**src/common/asu_consts.vh**
```
// constants for the asynchronous serial transceiver (8/9-bit frames)
// assumes: included by bare name from rtl files; definitions only
//
// What this block does
// - frame_length_select picks 8-bit or 9-bit frames
// - 8-bit frame: start, 8 data LSB first, stop
// - accepted 8-bit frame: stop bit into received_ninth_bit
// - write to data_buffer_reg starts a transmission
// - tx_done_flag set when stop bit time begins
// - receiver accepts frames only while rx_enable set; only the start edge is gated, so a frame under way still loads
// - 8-bit load needs rx_done clear, stop=1 if checking
// - overrun keeps first byte, later bits discarded
// - failed load leaves buffer, ninth bit, flag alone
// - interrupt when either done flag sets, if enabled
// - 9-bit frame: start, 8 data, ninth, stop
// - transmitted ninth bit equals tx_ninth_bit
// - 9-bit receive stores ninth bit, ignores stop
// - 9-bit load needs rx_done clear, ninth=1 if checking
// - accepted 9-bit frame stores data, ninth, sets rx_done
`ifndef ASU_CONSTS_VH
`define ASU_CONSTS_VH

// ----------------------------------------
// register byte offsets on the apb bus
// ----------------------------------------
`define ASU_OFF_CTRL 8'h00
`define ASU_OFF_DATA 8'h04
`define ASU_OFF_STAT 8'h08
`define ASU_OFF_MASK 8'h0C

// ----------------------------------------
// serial_control_reg field positions
// ----------------------------------------
`define ASU_CTL_TX9 3
`define ASU_CTL_REN 4
`define ASU_CTL_MCE 5
`define ASU_CTL_MODE 7
`define ASU_CTL_RESET 8'h00

// ----------------------------------------
// status and mask field positions
// ----------------------------------------
`define ASU_ST_TXD 0
`define ASU_ST_RXD 1
`define ASU_ST_RB9 2
`define ASU_ST_BUSY 3
`define ASU_ST_RXACT 4
`define ASU_MASK_RESET 2'h0

// ----------------------------------------
// bit timing: ticks are 16x the bit rate
// ----------------------------------------
`define ASU_OVS_LAST 4'hF
`define ASU_HALF_LAST 4'h7
`define ASU_LAST_BIT8 4'h7
`define ASU_LAST_BIT9 4'h8

`endif

```
**src/rtl/asu_rx.v**
```verilog
// receive framer: start detect, centre sampling, 8 or 9 data bits, stop
// assumes: serial input already synchronised; tick is a 16x bit-rate strobe
`include "asu_consts.vh"
`default_nettype none

module asu_rx (
    input wire clk_i,
    input wire rst_i,
    input wire ce_i,
    input wire tick_i,
    input wire rxd_i,
    input wire enable_i,
    input wire nine_i,
    output reg frame_o,
    output wire [7:0] data_o,
    output wire ninth_o,
    output reg stop_o,
    output wire active_o
);

    // ----------------------------------------
    // state codes, one-hot
    // ----------------------------------------
    localparam [3:0] ST_IDLE = 4'h1;
    localparam [3:0] ST_START = 4'h2;
    localparam [3:0] ST_DATA = 4'h4;
    localparam [3:0] ST_STOP = 4'h8;

    reg [3:0] state_reg; // framer state
    reg [3:0] tick_cnt_reg; // ticks inside the current bit
    reg [3:0] bit_idx_reg; // data bit being sampled
    reg [8:0] shift_reg; // received bits by index
    reg rxd_prev_reg; // previous line level for edge detect

    assign data_o = shift_reg[7:0];
    assign ninth_o = shift_reg[8];
    assign active_o = ~state_reg[0];

    // ----------------------------------------
    // framer
    // ----------------------------------------
    // frame_o pulses for one cycle at the centre of the stop bit
    always @(posedge clk_i) begin
        if (rst_i) begin
            state_reg <= ST_IDLE;
            tick_cnt_reg <= 4'h0;
            bit_idx_reg <= 4'h0;
            shift_reg <= 9'h000;
            rxd_prev_reg <= 1'b1;
            frame_o <= 1'b0;
            stop_o <= 1'b1;
        end else if (ce_i) begin
            rxd_prev_reg <= rxd_i;
            frame_o <= 1'b0;
            case (state_reg)
                ST_IDLE: begin
                    // falling edge while enabled opens a frame
                    if (enable_i && rxd_prev_reg && !rxd_i) begin
                        state_reg <= ST_START;
                        tick_cnt_reg <= 4'h0;
                    end
                end
                ST_START: begin
                    if (tick_i) begin
                        if (tick_cnt_reg == `ASU_HALF_LAST) begin
                            // glitch shorter than half a bit is dropped
                            tick_cnt_reg <= 4'h0;
                            bit_idx_reg <= 4'h0;
                            state_reg <= rxd_i ? ST_IDLE : ST_DATA;
                        end else begin
                            tick_cnt_reg <= tick_cnt_reg + 4'h1;
                        end
                    end
                end
                ST_DATA: begin
                    if (tick_i) begin
                        if (tick_cnt_reg == `ASU_OVS_LAST) begin
                            tick_cnt_reg <= 4'h0;
                            shift_reg[bit_idx_reg] <= rxd_i;
                            // ninth data bit only in the long format
                            if (bit_idx_reg == (nine_i ? `ASU_LAST_BIT9 : `ASU_LAST_BIT8)) begin
                                state_reg <= ST_STOP;
                            end else begin
                                bit_idx_reg <= bit_idx_reg + 4'h1;
                            end
                        end else begin
                            tick_cnt_reg <= tick_cnt_reg + 4'h1;
                        end
                    end
                end
                ST_STOP: begin
                    if (tick_i) begin
                        if (tick_cnt_reg == `ASU_OVS_LAST) begin
                            stop_o <= rxd_i;
                            frame_o <= 1'b1;
                            tick_cnt_reg <= 4'h0;
                            state_reg <= ST_IDLE;
                        end else begin
                            tick_cnt_reg <= tick_cnt_reg + 4'h1;
                        end
                    end
                end
                default: begin
                    state_reg <= ST_IDLE;
                end
            endcase
        end
    end

endmodule

`default_nettype wire

```
**src/rtl/asu_top.v**
```verilog
// top of the asynchronous serial transceiver with apb register slave
// assumes: apb master on CLK_SYS_I; BAUD_TICK_I is a 16x bit-rate strobe
// from logic on the same clock; the serial input pin is asynchronous
`include "asu_consts.vh"
`default_nettype none

module asu_top (
    input wire CLK_SYS_I,
    input wire RST_I,
    input wire CE_I,
    input wire BAUD_TICK_I,
    input wire PSEL_I,
    input wire PENABLE_I,
    input wire PWRITE_I,
    input wire [7:0] PADDR_I,
    input wire [31:0] PWDATA_I,
    output reg [31:0] PRDATA_O,
    output reg PREADY_O,
    output reg PSLVERR_O,
    input wire SERIAL_IN_PIN_I,
    output reg SERIAL_OUT_PIN_O,
    output reg IRQ_O
);

    // ----------------------------------------
    // helpers
    // ----------------------------------------
    // sticky flag update: a hardware set wins over a software clear
    function flag_next;
        input cur;
        input set;
        input clr;
        begin
            flag_next = set | (cur & ~clr);
        end
    endfunction

    // ----------------------------------------
    // transmitter state codes, one-hot
    // ----------------------------------------
    localparam [3:0] TX_IDLE = 4'h1;
    localparam [3:0] TX_START = 4'h2;
    localparam [3:0] TX_DATA = 4'h4;
    localparam [3:0] TX_STOP = 4'h8;

    // ----------------------------------------
    // declarations
    // ----------------------------------------
    reg [7:0] ctrl_reg; // serial_control_reg
    reg [7:0] data_buffer_reg; // received byte, read side of data register
    reg received_ninth_bit; // stop bit or ninth bit of last accepted frame
    reg tx_done_flag; // sticky, set at start of stop bit time
    reg rx_done_flag; // sticky, set when a frame is loaded
    reg [1:0] mask_reg; // interrupt enables, same layout as status
    reg sin_meta_reg; // pin synchroniser, first stage
    reg sin_sync_reg; // pin synchroniser, second stage

    reg [3:0] tx_state_reg; // transmitter state
    reg [3:0] tx_tick_reg; // ticks inside the current bit
    reg [3:0] tx_bit_reg; // data bit being sent
    reg [8:0] tx_shift_reg; // byte plus ninth bit to send
    reg tx_nine_reg; // format latched at start of frame

    wire frame_length_select = ctrl_reg[`ASU_CTL_MODE];
    wire rx_enable = ctrl_reg[`ASU_CTL_REN];
    wire multiproc_check_enable = ctrl_reg[`ASU_CTL_MCE];
    wire tx_ninth_bit = ctrl_reg[`ASU_CTL_TX9];

    wire rx_frame; // one-cycle pulse, frame ended
    wire [7:0] rx_data; // data bits of that frame
    wire rx_ninth; // ninth bit of that frame
    wire rx_stop; // stop bit of that frame
    wire rx_active; // framer busy

    // apb phases: ready goes out on the second access cycle
    wire apb_access = PSEL_I & PENABLE_I & CE_I;
    wire apb_done = apb_access & PREADY_O;
    wire apb_wr = apb_done & PWRITE_I;
    // whole byte address compared: a misaligned or out-of-range word misses
    wire hit_ctrl = (PADDR_I == `ASU_OFF_CTRL);
    wire hit_data = (PADDR_I == `ASU_OFF_DATA);
    wire hit_stat = (PADDR_I == `ASU_OFF_STAT);
    wire hit_mask = (PADDR_I == `ASU_OFF_MASK);
    wire hit_any = hit_ctrl | hit_data | hit_stat | hit_mask;

    wire tx_idle = tx_state_reg[0];
    // a write while a frame is going out is dropped
    wire tx_go = apb_wr & hit_data & tx_idle;
    wire tx_enter_stop; // last data bit finished

    // the ninth received bit that gates loading depends on the format
    wire rx_check_bit = frame_length_select ? rx_ninth : rx_stop;
    // overrun: rx_done_flag still set keeps the first byte in place
    wire rx_load = rx_frame & ~rx_done_flag &
        (~multiproc_check_enable | rx_check_bit);

    // status clear strobes, write one to clear
    wire clr_tx = apb_wr & hit_stat & PWDATA_I[`ASU_ST_TXD];
    wire clr_rx = apb_wr & hit_stat & PWDATA_I[`ASU_ST_RXD];

    // ----------------------------------------
    // serial input synchroniser
    // ----------------------------------------
    // two flops before any logic looks at the asynchronous pin
    // the framer reads only the second stage, never the first
    always @(posedge CLK_SYS_I) begin
        if (RST_I) begin
            sin_meta_reg <= 1'b1;
            sin_sync_reg <= 1'b1;
        end else if (CE_I) begin
            sin_meta_reg <= SERIAL_IN_PIN_I;
            sin_sync_reg <= sin_meta_reg;
        end
    end

    // ----------------------------------------
    // receiver framer
    // ----------------------------------------
    // format is passed live, so a mode change mid-frame applies at once
    asu_rx u_rx (
        .clk_i(CLK_SYS_I),
        .rst_i(RST_I),
        .ce_i(CE_I),
        .tick_i(BAUD_TICK_I),
        .rxd_i(sin_sync_reg),
        .enable_i(rx_enable),
        .nine_i(frame_length_select),
        .frame_o(rx_frame),
        .data_o(rx_data),
        .ninth_o(rx_ninth),
        .stop_o(rx_stop),
        .active_o(rx_active)
    );

    // ----------------------------------------
    // apb slave: ready, read data, error
    // ----------------------------------------
    // one wait state; read data captured in the first access cycle
    // a low clock enable stalls the handshake, ready simply holds
    always @(posedge CLK_SYS_I) begin
        if (RST_I) begin
            PREADY_O <= 1'b0;
            PSLVERR_O <= 1'b0;
            PRDATA_O <= 32'h00000000;
        end else if (CE_I) begin
            PREADY_O <= apb_access & ~PREADY_O;
            PSLVERR_O <= apb_access & ~PREADY_O & ~hit_any;
            if (apb_access && !PREADY_O && !PWRITE_I) begin
                PRDATA_O <= 32'h00000000;
                // unmapped addresses read as zero and flag an error
                if (hit_ctrl) begin
                    PRDATA_O[7:0] <= ctrl_reg;
                end
                if (hit_data) begin
                    PRDATA_O[7:0] <= data_buffer_reg;
                end
                if (hit_stat) begin
                    PRDATA_O[`ASU_ST_TXD] <= tx_done_flag;
                    PRDATA_O[`ASU_ST_RXD] <= rx_done_flag;
                    PRDATA_O[`ASU_ST_RB9] <= received_ninth_bit;
                    PRDATA_O[`ASU_ST_BUSY] <= ~tx_idle;
                    PRDATA_O[`ASU_ST_RXACT] <= rx_active;
                end
                if (hit_mask) begin
                    PRDATA_O[1:0] <= mask_reg;
                end
            end
        end
    end

    // ----------------------------------------
    // control and mask registers
    // ----------------------------------------
    // all eight control bits are kept; unused ones read back as written
    always @(posedge CLK_SYS_I) begin
        if (RST_I) begin
            ctrl_reg <= `ASU_CTL_RESET;
            mask_reg <= `ASU_MASK_RESET;
        end else if (CE_I) begin
            if (apb_wr && hit_ctrl) begin
                ctrl_reg <= PWDATA_I[7:0];
            end
            if (apb_wr && hit_mask) begin
                mask_reg <= PWDATA_I[1:0];
            end
        end
    end

    // ----------------------------------------
    // receive buffer and done flags
    // ----------------------------------------
    always @(posedge CLK_SYS_I) begin
        if (RST_I) begin
            data_buffer_reg <= 8'h00;
            received_ninth_bit <= 1'b0;
            tx_done_flag <= 1'b0;
            rx_done_flag <= 1'b0;
        end else if (CE_I) begin
            // a refused frame touches nothing, so no else branch
            if (rx_load) begin
                data_buffer_reg <= rx_data;
                // stop bit in the short format, ninth bit in the long one
                received_ninth_bit <= rx_check_bit;
            end
            tx_done_flag <= flag_next(tx_done_flag, tx_enter_stop, clr_tx);
            rx_done_flag <= flag_next(rx_done_flag, rx_load, clr_rx);
        end
    end

    // ----------------------------------------
    // interrupt output
    // ----------------------------------------
    // level, high while any unmasked done flag is set
    // registered so the pin cannot glitch; costs one cycle of latency
    always @(posedge CLK_SYS_I) begin
        if (RST_I) begin
            IRQ_O <= 1'b0;
        end else if (CE_I) begin
            IRQ_O <= |({rx_done_flag, tx_done_flag} & mask_reg);
        end
    end

    // ----------------------------------------
    // transmitter
    // ----------------------------------------
    // one strobe feeds both the flag and the state machine, so they agree
    // on the edge at which the stop bit begins
    assign tx_enter_stop = CE_I & tx_state_reg[2] & BAUD_TICK_I &
        (tx_tick_reg == `ASU_OVS_LAST) &
        (tx_bit_reg == (tx_nine_reg ? `ASU_LAST_BIT9 : `ASU_LAST_BIT8));

    // start bit waits for the next tick, so its length may be short by
    // up to one tick; the following bits are exactly sixteen ticks
    always @(posedge CLK_SYS_I) begin
        if (RST_I) begin
            tx_state_reg <= TX_IDLE;
            tx_tick_reg <= 4'h0;
            tx_bit_reg <= 4'h0;
            tx_shift_reg <= 9'h000;
            tx_nine_reg <= 1'b0;
            SERIAL_OUT_PIN_O <= 1'b1;
        end else if (CE_I) begin
            case (tx_state_reg)
                TX_IDLE: begin
                    SERIAL_OUT_PIN_O <= 1'b1;
                    if (tx_go) begin
                        // ninth bit and format frozen for the whole frame
                        tx_shift_reg <= {tx_ninth_bit, PWDATA_I[7:0]};
                        tx_nine_reg <= frame_length_select;
                        tx_tick_reg <= 4'h0;
                        tx_bit_reg <= 4'h0;
                        SERIAL_OUT_PIN_O <= 1'b0;
                        tx_state_reg <= TX_START;
                    end
                end
                TX_START: begin
                    if (BAUD_TICK_I) begin
                        if (tx_tick_reg == `ASU_OVS_LAST) begin
                            tx_tick_reg <= 4'h0;
                            SERIAL_OUT_PIN_O <= tx_shift_reg[0];
                            tx_state_reg <= TX_DATA;
                        end else begin
                            tx_tick_reg <= tx_tick_reg + 4'h1;
                        end
                    end
                end
                TX_DATA: begin
                    if (BAUD_TICK_I) begin
                        if (tx_tick_reg == `ASU_OVS_LAST) begin
                            tx_tick_reg <= 4'h0;
                            if (tx_enter_stop) begin
                                SERIAL_OUT_PIN_O <= 1'b1;
                                tx_state_reg <= TX_STOP;
                            end else begin
                                // least significant bit first
                                SERIAL_OUT_PIN_O <= tx_shift_reg[tx_bit_reg + 4'h1];
                                tx_bit_reg <= tx_bit_reg + 4'h1;
                            end
                        end else begin
                            tx_tick_reg <= tx_tick_reg + 4'h1;
                        end
                    end
                end
                TX_STOP: begin
                    SERIAL_OUT_PIN_O <= 1'b1;
                    if (BAUD_TICK_I) begin
                        if (tx_tick_reg == `ASU_OVS_LAST) begin
                            tx_tick_reg <= 4'h0;
                            tx_state_reg <= TX_IDLE;
                        end else begin
                            tx_tick_reg <= tx_tick_reg + 4'h1;
                        end
                    end
                end
                default: begin
                    tx_state_reg <= TX_IDLE;
                end
            endcase
        end
    end

endmodule

`default_nettype wire

```
**config.mk**
```make
export PLATFORM = sky130hd
export DESIGN_NAME = asu_top
export DESIGN_NICKNAME = d
export VERILOG_FILES = /design/src/rtl/asu_rx.v /design/src/rtl/asu_top.v
export VERILOG_INCLUDE_DIRS = /design/src /design/src/common
export SDC_FILE = /design/constraint.sdc
export NUM_CORES = 1
export LEC_CHECK = 0
export BUFFER_PORTS_ARGS = -buffer_cell sky130_fd_sc_hd__buf_4
export CORE_UTILIZATION = 55
export CTS_CLUSTER_DIAMETER = 120
export DETAILED_ROUTE_END_ITERATION = 16
export PLACE_DENSITY_LB_ADDON = 0.3
export SKIP_CTS_REPAIR_TIMING = 1
export SLEW_MARGIN = 10
export SYNTH_ARGS = -nofsm -noshare
export SYNTH_HDL_FRONTEND = slang
export SYNTH_SLANG_ARGS = --single-unit
```
**constraint.sdc**
```tcl
create_clock -name CLK_SYS_I -period 2.63 [get_ports CLK_SYS_I]
set_input_delay 0.526 -clock CLK_SYS_I [delete_from_list [all_inputs] [get_ports CLK_SYS_I]]
set_output_delay 0.526 -clock CLK_SYS_I [all_outputs]
set_load 0.005 [all_outputs]
```
## After elaboration in Yosys (flattened, before gate mapping)

Index checks and enable logic that the tools add are counted.

- Bitwise logic cells: 34
- Eq/ne operators: 36
- $lt $le $gt $ge: 3
- Reduce and logical (&&, ||, !) cells: 33
- Add/sub/neg operators: 4
- Multiplexer cells: 61

Operators with widths:

| cell | count |
|---|---|
| $mux W4 | 34 |
| $pmux W4 S4 | 2 |
| $ne A2 B2 Y1 const B | 13 |
| $pmux W4 S2 | 3 |
| $and A1 B1 Y1 | 19 |
| $reduce_and A9 Y1 | 2 |
| $add A4 B1 Y4 const B | 4 |
| $eq A4 B4 Y1 const B | 4 |
| $eq A8 B4 Y1 const B | 2 |
| $mux W8 | 2 |
| $ne A2 B1 Y1 const B | 7 |
| $eq A4 B3 Y1 const B | 3 |
| $mux W1 | 12 |
| $pmux W4 S3 | 1 |
| $reduce_and A4 Y1 | 3 |
| $reduce_and A6 Y1 | 2 |
| $lt A4 B5 Y1 const B | 2 |
| $bwmux W9 | 1 |
| $eq A4 B1 Y1 const B | 2 |
| $eq A4 B2 Y1 const B | 2 |
| $eq A4 B4 Y1 | 2 |
| $eq A8 B3 Y1 const B | 1 |
| $logic_not A8 Y1 | 1 |
| $not A1 Y1 | 8 |
| 20 further kinds | 39 |

- Input port bits: 48
- Output and inout bits: 36
- Register bits: 81

## Longest topological paths before layout

- Depth after elaboration: 9
- Gate-level depth with buffers: 7
- Mapped depth without buffers: 6

## Cells and area by module

Synthesis repeated with hierarchy kept, for this count alone.

- Cells, all modules: 499
- Area total of the unflattened synthesis: 4265.3 µm²

By module, submodules not included:

| module | cells each | area an instance (µm²) | times used |
|---|---|---|---|
| asu_top | 333 | 2900.3 | 1 |
| asu_rx | 166 | 1365.1 | 1 |

## Worst setup path after synthesis

OpenSTA, ideal clock, no wires.

- Path type: input-to-reg
- Start point: in PADDR_I[1]
- End point: reg ctrl_reg[4]
- Data arrival time: 2047 ps
- Stages: 6
- Data required time: 2502 ps
- Path buffers: 1
- Setup slack: 455 ps
- Path through: or4_4 > nor4_4 > nor3b_2 > buf_4 > mux2i_1 > nor2_1

- Cells in the longest elaborated chain, start to end: 3

RTL lines:

| what | line | text |
|---|---|---|
| from (decl) | asu_top.v:15 | `input wire [7:0] PADDR_I,` |
| $logic_not A8 Y1 (no line) | n/a |  |
| $logic_and A1 B1 Y1 | asu_top.v:180 | `if (apb_wr && hit_ctrl) begin` |
| $reduce_and A2 Y1 (no line) | n/a |  |
| to (signal assigned) | asu_top.v:177 | `` ctrl_reg <= `ASU_CTL_RESET; `` |
| to (signal assigned) | asu_top.v:181 | `ctrl_reg <= PWDATA_I[7:0];` |
| to (decl) | asu_top.v:49 | `reg [7:0] ctrl_reg;` |

Every way passes these cells.
A chain may end at the register's enable or synchronous reset.

## Worst setup path after layout

- Start point: reg tx_bit_reg[0]
- End point: reg SERIAL_OUT_PIN_O

- Cells in the longest elaborated chain, start to end: 7
- Elaborated cells between the ends (all ways): 9
- Classes of those cells: add/sub: 1; eq/ne: 1; mux: 6; bitwise: 1

RTL lines:

| what | line | text |
|---|---|---|
| from (decl) | asu_top.v:60 | `reg [3:0] tx_bit_reg;` |
| from (signal assigned) | asu_top.v:277 | `tx_bit_reg <= tx_bit_reg + 4'h1;` |
| $add A4 B1 Y4 | asu_top.v:276 | `SERIAL_OUT_PIN_O <= tx_shift_reg[tx_bit_reg + 4'h1];` |
| $bmux W1 S4 | asu_top.v:276 |  |
| $mux W1 (implied by the code) | asu_top.v:276 |  |
| $mux W1 * | asu_top.v:271 | `if (tx_enter_stop) begin` |
| $mux W1 * | asu_top.v:269 | `` if (tx_tick_reg == `ASU_OVS_LAST) begin `` |
| $mux W1 * | asu_top.v:268 | `if (BAUD_TICK_I) begin` |
| $pmux W1 S4 * | asu_top.v:243 | `case (tx_state_reg)` |
| to (signal assigned) | asu_top.v:260 | `SERIAL_OUT_PIN_O <= tx_shift_reg[0];` |
| to (signal assigned) | asu_top.v:276 |  |
| to (decl) | asu_top.v:21 | `output reg SERIAL_OUT_PIN_O,` |

Mark *: on every way between the ends. The rest lies on a longest branch, timed or not. The select of a mux whose other input is x is not followed.

==> results.ini <==
[layout]
syn2layout_area_growth_pct = 10.5
drive_gt1_share_pct = 16.2
fin_area_sq_um = 4710
layout.nets = 568
n_antenna_cell = 0
post-route-util_pct = 63.9
fillers = 623
final_common_cell = dfxtp_1
final_cell_mix = dfxtp_1, nor2_1, nand2_1, buf_4, mux2i_1

[timing]
setup_viol = 0
setup-tns-final_ps = 0
worst_pin_slew_ps = 632
hold_violations = 0
finalCritPeriodShare_pct = 86.8
slew_headroom_pct = 57.9
drv_slew = 0
finalClockSkew_ps = 9.72
fmax_mhz = 438
rsz0062_at_grt = false
period_needed_ps = 2280

[worst_hold_path]
min_to = sin_meta_reg
min_path_cells = 3
hold_path.class = in2reg
worstHoldStart = SERIAL_IN_PIN_I

[power_and_ir_drop]
power.density_nw_per_um2 = 475
leakage_uw = 0.00176
max-vdd-ir-drop_mv = 0.381

[global_route]
antenna_found_initial = 0
grt_pass1_wl_um = 15500
grt_max_degree = 62
grt.overflow.total = 0
grt_pass1_vias = 3327
grt_usage_pct = 23.5

[place]
gp_congestion = 0.841
port_buffers = 35
placed_cell_area_sq_um = 4530
place_hpwl_um = 6460

[worst_setup_path]
start_kind = flip-flop
crit_arrival_ps = 2530
critPathKind = reg2reg
reg2reg_slack_ps = 350
reg2reg_from = tx_bit_reg[0]
cp.required_ps = 2880
crit_fanout = 8
worst_r2r_path_depth = 6
r2r-end = SERIAL_OUT_PIN_O
crit_start = tx_bit_reg[0]
end_kind = flip-flop

[route]
drt-pass1-iter-count = 4
routed_wl_um = 9140
drt-initial-drc-count = 176
wl_per_cell_um = 14.8
via_per_inst = 5.82
drc_errors = 0
ant_nets = 0
vias = 3590

[yosys]
synth_ff_type = dfxtp_1
synthDistinctLibCells = 73
ys_async_sr_fraction_pct = 0
ys_seq_elements = 81
postSynthCellCount = 483
netlist_area_sq_um = 4260
ys_warn_count = 0
avgSynthCellArea_sq_um = 8.82
synth_top_area_share_pct = 38.1
yosysSeqAreaShare_pct = 38.1
synth_top_area_cell = dfxtp_1
yosys-top-cells-area = dfxtp_1, mux2i_1, buf_4
synth_edf_count = 0

[run_status]
status = completed

[floorplan]
die_w_um = 90.0
die-area_sq_um = 8100
rows = 31
ios = 84
die_y_um = 90.0
start_util_pct = 57.8
core_sq_um = 7370

[clock_tree]
cts_tree = built
cts_buffers = 9
clk_path_buf_depth = 2
cts.sinks = 81
cts_root_buf = clkbuf_8
clkLatencyLatePin_ps = 360
cts_max_level = 3
path_clk_slew_ps = 90

[flow_run]
maxCapViolCount = 0

==> metrics by stage <==
step	total power (uW)	worst slack (ps)	hold WS (ps)	std cells
detailed placement	1400	166	443	601
finish	2240	348	382	617
floorplan	1370	455	429	506
global route	2320	131	376	617
CTS	2240	361	379	617
global placement	1400	192	437	601
==> power by group <==
part / internal [uW] / switching (uW) / total, uW
combinational: 50.9 / 77.0 / 128
sequential: 1230 / 11.0 / 1240
clock: 359 / 505 / 864
total: 1640 / 593 / 2240
==> metal layers <==
layer,global-route usage [%],up-vias,wire length [um]
met2,38.8,109,4450
li1,-,1758,-
met3,5.50,13,499
met4,7.66,0,102
met5,0,-,0
met1,30.1,1710,4090
==> worst max path at each step <==
stage / endpoint / slack (ps) / depth (start not counted)
3_5_place_dp: tx_bit_reg[3] / 170 / 6
3_3_place_gp: tx_bit_reg[3] / 190 / 6
2_1_floorplan: ctrl_reg[4] / 460 / 6
4_1_cts: SERIAL_OUT_PIN_O / 360 / 6
6_report: SERIAL_OUT_PIN_O / 350 / 6
5_1_grt: SERIAL_OUT_PIN_O / 130 / 6
==> logic make-up after synthesis <==
kind of cell | after synthesis | share of synthesized area (%)
AO/OA/AOI/OAI | 88 | 13.9
adder cells (fa/ha/maj) | 7 | 2.06
other | 1 | 0.0880
buffers and inverters | 57 | 7.28
flip-flops | 81 | 38.1
AND/OR/NAND/NOR | 198 | 25.5
multiplexers | 46 | 12.0
XOR/XNOR | 5 | 1.03
==> critical path, stage by stage (launching register included) <==
cell and delay (ps):
dfxtp_1 400, ha_1 430, mux4_2 530, mux2_2 270, nand2_1 60, nor4bb_1 350
o31ai_1 130
==> Yosys cell counts (2+ instances only) <==
cell type,instances
xnor2_1,2
nor4_4,3
xor2_1,3
a211o_1,2
nor4b_1,2
nand2_1,45
a22oi_1,8
a21oi_1,33
clkbuf_1,18
o21a_1,3
and3_1,5
nor3_1,6
buf_2,2
buf_4,25
o22ai_1,4
nand4_1,5
nand3_1,30
a32o_1,2
mux2i_1,40
nand3b_1,9
mux4_2,4
o31ai_1,3
o221ai_2,2
nor4_1,3
a211oi_1,3
or3_1,5
buf_1,3
nor2_1,49
dfxtp_1,81
or2_2,4
nand4b_1,3
nand2b_1,3
ha_1,7
inv_1,9
o21ai_0,10
o221ai_1,2
nor2b_1,9
==> area by class of cell <==
| type | count | area (sq um) | area share, % |
|---|---|---|---|
| clock inverter | 7 | 58.8 | 1.25 |
| multi-input combinational | 368 | 2420 | 51.3 |
| tap | 99 | 124 | 2.63 |
| clock buffer | 9 | 124 | 2.63 |
| inverter | 9 | 33.8 | 0.718 |
| timing repair buffer | 44 | 330 | 7.02 |
| sequential | 81 | 1620 | 34.4 |
Note: power is estimated with default switching activity, not from simulation.
